**src/vbd_pkg.sv**
```systemverilog
`default_nettype none
package vbd_pkg;
   // Register offsets (byte addresses on the register port)
   localparam logic [7:0] VBD_OFF_STATUS = 8'h00;
   localparam logic [7:0] VBD_OFF_COMMAND = 8'h04;
   localparam logic [7:0] VBD_OFF_SLICE_QS = 8'h08;
   localparam logic [7:0] VBD_OFF_PICTURE = 8'h0c;
   localparam logic [7:0] VBD_OFF_CONTROL = 8'h10;

   // decoder_status fields
   localparam int VBD_ST_DONE_BIT = 0;
   localparam int VBD_ST_START_BIT = 1;
   localparam int VBD_ST_ERROR_BIT = 2;
   localparam int VBD_ST_BUSY_BIT = 3;
   localparam int VBD_ST_RESETTING_BIT = 4;

   // decoder_command fields
   localparam int VBD_CMD_CODE_LSB = 0;
   localparam int VBD_CMD_CODE_W = 4;
   localparam int VBD_CMD_COUNT_LSB = 8;
   localparam int VBD_CMD_COUNT_W = 8;

   // picture_parameters fields, first field in the top bits
   localparam int VBD_PP_TYPE_LSB = 30;
   localparam int VBD_PP_STRUCT_LSB = 28;
   localparam int VBD_PP_FRAME_ONLY_BIT = 27;
   localparam int VBD_PP_INTRA_TBL_BIT = 26;
   localparam int VBD_PP_CONCEAL_BIT = 25;
   localparam int VBD_PP_STD_BIT = 18;
   localparam int VBD_PP_FH_LSB = 12;
   localparam int VBD_PP_FV_LSB = 8;
   localparam int VBD_PP_BH_LSB = 4;
   localparam int VBD_PP_BV_LSB = 0;
   localparam logic [31:0] VBD_PP_WRITE_MASK = 32'hfe04ffff;

   // control fields
   localparam int VBD_CTL_IRQ_EN_BIT = 0;
   localparam int VBD_CTL_BIG_END_BIT = 1;

   // Reset values
   localparam logic [31:0] VBD_PP_RESET = 32'h00000000;
   localparam logic [4:0] VBD_QS_RESET = 5'h00;
   localparam logic [1:0] VBD_CTL_RESET = 2'h0;

   localparam int VBD_QS_W = 5;
   localparam int VBD_IRQ_SOURCE = 14;

   typedef enum logic [3:0] {
      VBD_CMD_NONE = 4'h0,
      VBD_CMD_SHIFT = 4'h1,
      VBD_CMD_PARSE = 4'h2,
      VBD_CMD_SEARCH = 4'h3,
      VBD_CMD_RESET = 4'h4,
      VBD_CMD_FLUSH = 4'h8
   } vbd_cmd_e;

   typedef enum logic [1:0] {
      VBD_IDLE = 2'b00,
      VBD_RUN = 2'b01,
      VBD_DRAIN = 2'b11,
      VBD_CLEAR = 2'b10
   } vbd_state_e;
endpackage
`default_nettype wire

```
**src/vbd_sticky.sv**
```systemverilog
`default_nettype none
module vbd_sticky (
   input wire logic clk_i,
   input wire logic rst_n_i,
   input wire logic set_i,
   input wire logic w1c_i,
   input wire logic sreset_i,
   output logic q_o
);
   // Full reset beats everything; a new event beats a software clear
   always_ff @(posedge clk_i or negedge rst_n_i) begin
      if (!rst_n_i) begin
         q_o <= 1'b0;
      end else if (sreset_i) begin
         q_o <= 1'b0;
      end else if (set_i) begin
         q_o <= 1'b1;
      end else if (w1c_i) begin
         q_o <= 1'b0;
      end
   end
endmodule
`default_nettype wire

```
**src/vbd_ctrl.sv**
```systemverilog
`default_nettype none
module vbd_ctrl
   import vbd_pkg::*;
#(
   parameter int QS_W = vbd_pkg::VBD_QS_W,
   parameter int PEND_W = 4
) (
   input wire logic clk_i,
   input wire logic rst_n_i,
   // Register port
   input wire logic reg_wr_i,
   input wire logic reg_rd_i,
   input wire logic [7:0] reg_addr_i,
   input wire logic [31:0] reg_wdata_i,
   output logic [31:0] reg_rdata_o,
   // Parsing datapath status
   input wire logic dp_error_i,
   input wire logic dp_start_code_present_i,
   input wire logic dp_start_code_i,
   input wire logic dp_cmd_done_i,
   input wire logic dp_halt_i,
   input wire logic mb_header_i,
   input wire logic mb_qs_valid_i,
   input wire logic [QS_W-1:0] mb_qs_i,
   // Memory-bus master status
   input wire logic [PEND_W-1:0] bus_pending_i,
   // Parsing datapath control
   output logic cmd_start_o,
   output vbd_pkg::vbd_cmd_e cmd_code_o,
   output logic [7:0] cmd_count_o,
   output logic flush_start_o,
   output logic bus_start_allow_o,
   output logic buf_clear_o,
   output logic [QS_W-1:0] mbh_qscale_o,
   output logic [1:0] picture_type_o,
   output logic [1:0] picture_structure_o,
   output logic standard_select_o,
   output logic intra_table_select_o,
   output logic concealment_flag_o,
   output logic frame_only_flag_o,
   output logic parse_mb_pred_type_o,
   output logic [3:0] fwd_horiz_range_o,
   output logic [3:0] fwd_vert_range_o,
   output logic [3:0] bwd_horiz_range_o,
   output logic [3:0] bwd_vert_range_o,
   output logic big_endian_o,
   output logic irq_o
);
   import vbd_pkg::*;

   vbd_state_e state_reg;
   vbd_state_e state_next;
   logic [QS_W-1:0] slice_quant_scale_reg;
   logic [31:0] picture_parameters_reg;
   logic [1:0] control_reg;
   logic [15:0] command_reg;
   logic done_flag;
   logic start_code_flag;
   logic error_flag;
   logic soft_clear;
   logic wr_status;
   logic wr_command;
   logic wr_slice_qs;
   logic wr_picture;
   logic wr_control;
   logic [3:0] wr_code;
   logic cmd_accept;
   logic reset_cmd;
   logic set_start_code;
   logic [31:0] status_word;
   logic [31:0] rdata_next;

   // Address decode
   always_comb begin
      wr_status = 1'b0;
      wr_command = 1'b0;
      wr_slice_qs = 1'b0;
      wr_picture = 1'b0;
      wr_control = 1'b0;
      if (!reg_wr_i) begin
         wr_status = 1'b0;
      end else if (reg_addr_i == VBD_OFF_STATUS) begin
         wr_status = 1'b1;
      end else if (reg_addr_i == VBD_OFF_COMMAND) begin
         wr_command = 1'b1;
      end else if (reg_addr_i == VBD_OFF_SLICE_QS) begin
         wr_slice_qs = 1'b1;
      end else if (reg_addr_i == VBD_OFF_PICTURE) begin
         wr_picture = 1'b1;
      end else if (reg_addr_i == VBD_OFF_CONTROL) begin
         wr_control = 1'b1;
      end
   end

   assign wr_code = reg_wdata_i[VBD_CMD_CODE_LSB +: VBD_CMD_CODE_W];
   // Commands are taken only while halted; reset is also taken mid-command
   assign reset_cmd = wr_command && (wr_code == VBD_CMD_RESET) && (state_reg != VBD_DRAIN)
                      && (state_reg != VBD_CLEAR);
   assign cmd_accept = wr_command && (state_reg == VBD_IDLE) && (wr_code != VBD_CMD_RESET)
                       && (wr_code != VBD_CMD_NONE);
   // Full clear lands the cycle after the bus has gone quiet
   assign soft_clear = (state_reg == VBD_DRAIN) && (bus_pending_i == '0);

   // Command sequencing
   always_comb begin
      state_next = state_reg;
      case (state_reg)
         VBD_IDLE: begin
            if (reset_cmd) begin
               state_next = VBD_DRAIN;
            end else if (cmd_accept) begin
               state_next = VBD_RUN;
            end
         end
         VBD_RUN: begin
            if (reset_cmd) begin
               state_next = VBD_DRAIN;
            end else if (dp_cmd_done_i || dp_halt_i) begin
               state_next = VBD_IDLE;
            end
         end
         VBD_DRAIN: begin
            // Started bus transactions are never cut short
            if (bus_pending_i == '0) begin
               state_next = VBD_CLEAR;
            end
         end
         VBD_CLEAR: begin
            state_next = VBD_IDLE;
         end
         default: begin
            state_next = VBD_IDLE;
         end
      endcase
   end

   always_ff @(posedge clk_i or negedge rst_n_i) begin
      if (!rst_n_i) begin
         state_reg <= VBD_IDLE;
      end else begin
         state_reg <= state_next;
      end
   end

   // No new bus transaction may start once a reset is pending
   always_ff @(posedge clk_i or negedge rst_n_i) begin
      if (!rst_n_i) begin
         bus_start_allow_o <= 1'b1;
      end else begin
         bus_start_allow_o <= (state_next != VBD_DRAIN) && (state_next != VBD_CLEAR);
      end
   end

   // Buffers emptied during the cycle after the drain ends
   always_ff @(posedge clk_i or negedge rst_n_i) begin
      if (!rst_n_i) begin
         buf_clear_o <= 1'b0;
      end else begin
         buf_clear_o <= soft_clear;
      end
   end

   // decoder_command register and datapath strobes
   always_ff @(posedge clk_i or negedge rst_n_i) begin
      if (!rst_n_i) begin
         command_reg <= 16'h0000;
      end else if (soft_clear) begin
         command_reg <= 16'h0000;
      end else if (cmd_accept || reset_cmd) begin
         command_reg <= reg_wdata_i[15:0];
      end
   end

   always_ff @(posedge clk_i or negedge rst_n_i) begin
      if (!rst_n_i) begin
         cmd_start_o <= 1'b0;
         flush_start_o <= 1'b0;
         cmd_code_o <= VBD_CMD_NONE;
         cmd_count_o <= 8'h00;
      end else begin
         cmd_start_o <= cmd_accept;
         // Datapath writes out only valid bytes using byte enables
         flush_start_o <= cmd_accept && (wr_code == VBD_CMD_FLUSH);
         if (soft_clear) begin
            cmd_code_o <= VBD_CMD_NONE;
            cmd_count_o <= 8'h00;
         end else if (cmd_accept) begin
            cmd_code_o <= vbd_cmd_e'(wr_code);
            cmd_count_o <= reg_wdata_i[VBD_CMD_COUNT_LSB +: VBD_CMD_COUNT_W];
         end
      end
   end

   // Status flags
   assign set_start_code = dp_start_code_i || (dp_error_i && dp_start_code_present_i);

   vbd_sticky u_done (
      .clk_i(clk_i),
      .rst_n_i(rst_n_i),
      .set_i(dp_cmd_done_i && (state_reg == VBD_RUN)),
      .w1c_i(cmd_accept),
      .sreset_i(soft_clear),
      .q_o(done_flag)
   );

   vbd_sticky u_start_code (
      .clk_i(clk_i),
      .rst_n_i(rst_n_i),
      .set_i(set_start_code),
      .w1c_i(wr_status && reg_wdata_i[VBD_ST_START_BIT]),
      .sreset_i(soft_clear),
      .q_o(start_code_flag)
   );

   // An error leaves the output buffers untouched until a flush command
   vbd_sticky u_error (
      .clk_i(clk_i),
      .rst_n_i(rst_n_i),
      .set_i(dp_error_i),
      .w1c_i(wr_status && reg_wdata_i[VBD_ST_ERROR_BIT]),
      .sreset_i(soft_clear),
      .q_o(error_flag)
   );

   // Interrupt held as a level until the error flag is cleared
   always_ff @(posedge clk_i or negedge rst_n_i) begin
      if (!rst_n_i) begin
         irq_o <= 1'b0;
      end else begin
         irq_o <= error_flag && control_reg[VBD_CTL_IRQ_EN_BIT];
      end
   end

   // slice_quant_scale and macroblock override
   always_ff @(posedge clk_i or negedge rst_n_i) begin
      if (!rst_n_i) begin
         slice_quant_scale_reg <= VBD_QS_RESET;
      end else if (soft_clear) begin
         slice_quant_scale_reg <= VBD_QS_RESET;
      end else if (wr_slice_qs) begin
         slice_quant_scale_reg <= reg_wdata_i[QS_W-1:0];
      end
   end

   // Slice code stands until a macroblock code replaces it; a new slice write restores it
   always_ff @(posedge clk_i or negedge rst_n_i) begin
      if (!rst_n_i) begin
         mbh_qscale_o <= VBD_QS_RESET;
      end else if (soft_clear) begin
         mbh_qscale_o <= VBD_QS_RESET;
      end else if (wr_slice_qs) begin
         mbh_qscale_o <= reg_wdata_i[QS_W-1:0];
      end else if (mb_header_i && mb_qs_valid_i) begin
         mbh_qscale_o <= mb_qs_i;
      end
   end

   // picture_parameters; reserved bits are not stored
   always_ff @(posedge clk_i or negedge rst_n_i) begin
      if (!rst_n_i) begin
         picture_parameters_reg <= VBD_PP_RESET;
      end else if (soft_clear) begin
         picture_parameters_reg <= VBD_PP_RESET;
      end else if (wr_picture) begin
         picture_parameters_reg <= reg_wdata_i & VBD_PP_WRITE_MASK;
      end
   end

   // Field outputs, registered from the same write
   always_ff @(posedge clk_i or negedge rst_n_i) begin
      if (!rst_n_i) begin
         picture_type_o <= 2'h0;
         picture_structure_o <= 2'h0;
         standard_select_o <= 1'b0;
         intra_table_select_o <= 1'b0;
         concealment_flag_o <= 1'b0;
         frame_only_flag_o <= 1'b0;
         parse_mb_pred_type_o <= 1'b0;
         fwd_horiz_range_o <= 4'h0;
         fwd_vert_range_o <= 4'h0;
         bwd_horiz_range_o <= 4'h0;
         bwd_vert_range_o <= 4'h0;
      end else if (soft_clear) begin
         picture_type_o <= 2'h0;
         picture_structure_o <= 2'h0;
         standard_select_o <= 1'b0;
         intra_table_select_o <= 1'b0;
         concealment_flag_o <= 1'b0;
         frame_only_flag_o <= 1'b0;
         parse_mb_pred_type_o <= 1'b0;
         fwd_horiz_range_o <= 4'h0;
         fwd_vert_range_o <= 4'h0;
         bwd_horiz_range_o <= 4'h0;
         bwd_vert_range_o <= 4'h0;
      end else if (wr_picture) begin
         picture_type_o <= reg_wdata_i[VBD_PP_TYPE_LSB +: 2];
         picture_structure_o <= reg_wdata_i[VBD_PP_STRUCT_LSB +: 2];
         standard_select_o <= reg_wdata_i[VBD_PP_STD_BIT];
         intra_table_select_o <= reg_wdata_i[VBD_PP_INTRA_TBL_BIT];
         // Concealment vectors only exist in second-generation syntax
         concealment_flag_o <= reg_wdata_i[VBD_PP_CONCEAL_BIT] && reg_wdata_i[VBD_PP_STD_BIT];
         frame_only_flag_o <= reg_wdata_i[VBD_PP_FRAME_ONLY_BIT];
         parse_mb_pred_type_o <= reg_wdata_i[VBD_PP_STD_BIT] && !reg_wdata_i[VBD_PP_FRAME_ONLY_BIT];
         fwd_horiz_range_o <= reg_wdata_i[VBD_PP_FH_LSB +: 4];
         fwd_vert_range_o <= reg_wdata_i[VBD_PP_FV_LSB +: 4];
         bwd_horiz_range_o <= reg_wdata_i[VBD_PP_BH_LSB +: 4];
         bwd_vert_range_o <= reg_wdata_i[VBD_PP_BV_LSB +: 4];
      end
   end

   // Control: interrupt enable and byte order
   always_ff @(posedge clk_i or negedge rst_n_i) begin
      if (!rst_n_i) begin
         control_reg <= VBD_CTL_RESET;
      end else if (soft_clear) begin
         control_reg <= VBD_CTL_RESET;
      end else if (wr_control) begin
         control_reg <= reg_wdata_i[1:0];
      end
   end

   // Byte order steers input unpacking and output packing alike
   always_ff @(posedge clk_i or negedge rst_n_i) begin
      if (!rst_n_i) begin
         big_endian_o <= 1'b0;
      end else if (soft_clear) begin
         big_endian_o <= 1'b0;
      end else if (wr_control) begin
         big_endian_o <= reg_wdata_i[VBD_CTL_BIG_END_BIT];
      end
   end

   // Busy bit lets software check idleness before block power-down;
   // state after a power-down while busy is not defined
   always_comb begin
      status_word = 32'h00000000;
      status_word[VBD_ST_DONE_BIT] = done_flag;
      status_word[VBD_ST_START_BIT] = start_code_flag;
      status_word[VBD_ST_ERROR_BIT] = error_flag;
      status_word[VBD_ST_BUSY_BIT] = (state_reg != VBD_IDLE);
      status_word[VBD_ST_RESETTING_BIT] = (state_reg == VBD_DRAIN) || (state_reg == VBD_CLEAR);
   end

   // Read mux; unmapped addresses read zero
   always_comb begin
      rdata_next = 32'h00000000;
      if (reg_addr_i == VBD_OFF_STATUS) begin
         rdata_next = status_word;
      end else if (reg_addr_i == VBD_OFF_COMMAND) begin
         rdata_next = {16'h0000, command_reg};
      end else if (reg_addr_i == VBD_OFF_SLICE_QS) begin
         rdata_next = {{(32 - QS_W){1'b0}}, slice_quant_scale_reg};
      end else if (reg_addr_i == VBD_OFF_PICTURE) begin
         rdata_next = picture_parameters_reg;
      end else if (reg_addr_i == VBD_OFF_CONTROL) begin
         rdata_next = {30'h00000000, control_reg};
      end
   end

   always_ff @(posedge clk_i or negedge rst_n_i) begin
      if (!rst_n_i) begin
         reg_rdata_o <= 32'h00000000;
      end else if (reg_rd_i) begin
         reg_rdata_o <= rdata_next;
      end
   end
endmodule
`default_nettype wire

```
**config.mk**
```make
export PLATFORM = sky130hd
export DESIGN_NAME = vbd_ctrl
export DESIGN_NICKNAME = d
export VERILOG_FILES = /design/src/vbd_pkg.sv /design/src/vbd_sticky.sv /design/src/vbd_ctrl.sv
export SDC_FILE = /design/constraint.sdc
export NUM_CORES = 1
export LEC_CHECK = 0
export ABC_AREA = 1
export BUFFER_PORTS_ARGS = -buffer_cell sky130_fd_sc_hd__buf_2
export CAP_MARGIN = 20
export CORE_AREA = 2 2 137 126
export CTS_CLUSTER_DIAMETER = 40
export CTS_CLUSTER_SIZE = 28
export DETAILED_ROUTE_END_ITERATION = 8
export DIE_AREA = 0 0 139 128
export PLACE_DENSITY = 0.58
export SLEW_MARGIN = 20
export SYNTH_ARGS = -nofsm -noshare
export SYNTH_HDL_FRONTEND = slang
export SYNTH_SLANG_ARGS = --single-unit
```
**constraint.sdc**
```tcl
create_clock -name clk_i -period 1.7 [get_ports clk_i]
set_input_delay 0.255 -clock clk_i [delete_from_list [all_inputs] [get_ports clk_i]]
set_output_delay 0.255 -clock clk_i [all_outputs]
set_load 0.005 [all_outputs]
```
==> metrics.yaml <==
outcome:
  outcome: "finished, final reports clean"
global_routing:
  grt_pass1_vias: 3771
  global_route.usage.met2: 0.224
  grt_start_max_net_pins: 42
  use_met1: 0.202
  gr-total-overflow: 0
  top_usage_layer: "met2"
  grt_usage: 0.146
  grt_pass1_wl_mm: 20.4
  antenna_found_initial: 1
  use_met3: 0.0489
route:
  firstDrtPassIters: 4
  route.detailed.drc: 0
  routedWlPerCell_um: 13.9
  viasPerCell: 4.35
  drtIter0Drc: 240
  final_antenna_net_count: 0
  wl_mm: 12.6
  vias: 3950
setup_path:
  critPathKind: "flop to flop"
  critPathRequiredTime_ns: 1.98
  critPathMaxFanout: 33
  arrival_ns: 1.79
  worst_setup_path_end_kind: "flop"
  start_kind: "flop"
sta:
  maxSlewViolCount: 0
  clock_skew_ns: 0.0105
  hold_viol: 0
  tns_ns: 0
  setup_viol: 0
  worst_hold_slack_ns: 0.0976
  finalCritPeriodShare: 0.891
  fin_crit_ns: 1.51
  fmaxAchievable_mhz: 660
  rsz0062_at_grt: "false"
logic_synthesis:
  synth_seq_cells: 100
  yosysWarnings: 0
  async_reset_ff_frac: 1.00
  synth_area_mm2: 0.00482
  ys_seq_area_frac: 0.520
  synth_flop_cell: "dfrtp_1"
  syn_inst: 578
  yosysUniqueCellTypes: 32
  synth-edff-count: 0
  avgSynthCellArea_um2: 8.33
pwr:
  finalPower_mw: 5.14
  switching_share: 0.254
  ir_worst_vdd_mv: 0.451
  internal_power_mw: 3.84
  clock_power_share: 0.417
  leakage_nw: 3.39
  power_frac_seq: 0.495
  p_comb_frac: 0.088
  powerDensity_mw_per_mm2: 875
  p_switching_mw: 1.31
clock_network:
  tritoncts: "done"
  path_clk_slew_ns: 0.08
  cts_buffer_depth: 2
  htree_levels: 3
  cts_buffers: 9
  insertion_delay_ns: 0.35
  post-cts-setup-buffer-count: 0
  root_buffer: "clkbuf_16"
  clock_sinks: 100
placed_design:
  place_congestion: 0.814
  place_inst: 890
  dpl_cell_area_mm2: 0.00555
  dp_hpwl_mm: 9.39
  portBuffers: 123
layout:
  synthToLayoutAreaGrowth_pct: 22.1
  stdcell_count: 908
  drive_above_1_share: 0.295
  nets: 751
  mostFrequentLayoutCells: "nand2_1, buf_2, dfrtp_1"
  largest_reg_flops: 24
  fin_area_mm2: 0.00588
  layout_commonest_cell: "nand2_1"
die:
  rows: 45
  dieWidth_um: 139
  ios: 140
  core_area_mm2: 0.0164
  dieArea_mm2: 0.0178
  die_y_um: 128
  start_util: 0.293
hold_path:
  holdCritPathClass: "input port to flop"
job:
  drv_cap: 0
what timing repair did:
action / in CTS / in global routing
resized for setup: 0 / 3
hold endpoints to repair: 21 / 0
setup endpoints to repair: 0 / 13
hold buffers: 1 / 0
kinds of logic (layout without fill, tap and decap cells):
| group | after synthesis | in the layout | synth area share |
|---|---|---|---|
| flops | 100 | 100 | 0.520 |
| compound gates | 55 | 55 | 0.0738 |
| other cells | 1 | 9 | 0.000778 |
| buf+inv | 85 | 196 | 0.104 |
| simple gates | 337 | 337 | 0.302 |
worst max-delay path, stage by stage (launching register included):
cell     delay (ns)
dfrtp_1        0.41
nand2_1        0.11
inv_2          0.04
nand4_2        0.12
buf_4          0.37
nand2_1        0.22
o21ai_1        0.17
final timing paths:
kind | start | to | slack (ns) | depth (start not counted)
max | state_reg[0] | bwd_vert_range_o[1] | 0.19 | 6
min reg2reg | command_reg[3] | command_reg[3] | 0.47 | 2
max reg2reg | state_reg[0] | bwd_vert_range_o[1] | 0.19 | 6
max in group asynchronous | rst_n_i | bus_start_allow_o | 0.76 | 3
min in group asynchronous | rst_n_i | cmd_count_o[0] | 0.36 | 2
min | reg_wdata_i[29] | picture_parameters_reg[29] | 0.1 | 3
layer usage:
| metal | wire [um] | share of wire | up-vias |
|---|---|---|---|
| met1 | 6110 | 0.49 | 1859 |
| met3 | 711 | 0.057 | 5 |
| met4 | 78 | 0.0062 | 0 |
| li1 | - | - | 1996 |
| met5 | 0 | 0 | - |
| met2 | 5670 | 0.45 | 90 |
area by class of cell:
class,count,area (um2)
Antenna cell,1,2.50
Clock buffer,9,225
Clock inverter,7,82.6
Fill cell,1739,10600
Inverter,37,148
Multi-Input combinational cell,400,1850
Sequential cell,100,2500
Tap cell,211,264
Timing Repair Buffer,143,808
per-stage QoR:
stage | setup slack [ns] | utilization
after detailed placement | 0.112 | 0.338
after CTS | 0.105 | 0.357
after floorplan | 0.344 | -
after global routing | 0.00806 | 0.357
final | 0.185 | 0.358
after global placement | 0.115 | 0.338
synth_stat cells, types with 3 or more instances:
cell / count / area [um2]
inv_1: 28 / 105
buf_2: 3 / 15.0
dfrtp_1: 99 / 2480
nand2_1: 259 / 972
nand2_4: 3 / 33.8
nor2_2: 5 / 31.3
nand3_1: 33 / 165
o31ai_1: 4 / 30.0
or2_2: 3 / 18.8
buf_4: 28 / 210
nor2_1: 22 / 82.6
inv_2: 6 / 22.5
o21ai_2: 15 / 131
o21ai_1: 12 / 60.1
nor2_4: 3 / 33.8
o21ai_0: 10 / 50.1
a21oi_1: 11 / 55.1
clkbuf_1: 8 / 30.0
buf_6: 9 / 101
power by group through the flow:
stage	clock network [mW]	registers [mW]	logic, mW
3_5_place_dp	0	2.59	0.458
5_1_grt	2.32	2.56	0.517
3_3_place_gp	0	2.59	0.451
4_1_cts	2.22	2.55	0.460
2_1_floorplan	0	2.58	0.240
6_report	2.14	2.55	0.451
Power figures use the tool's default switching activity.
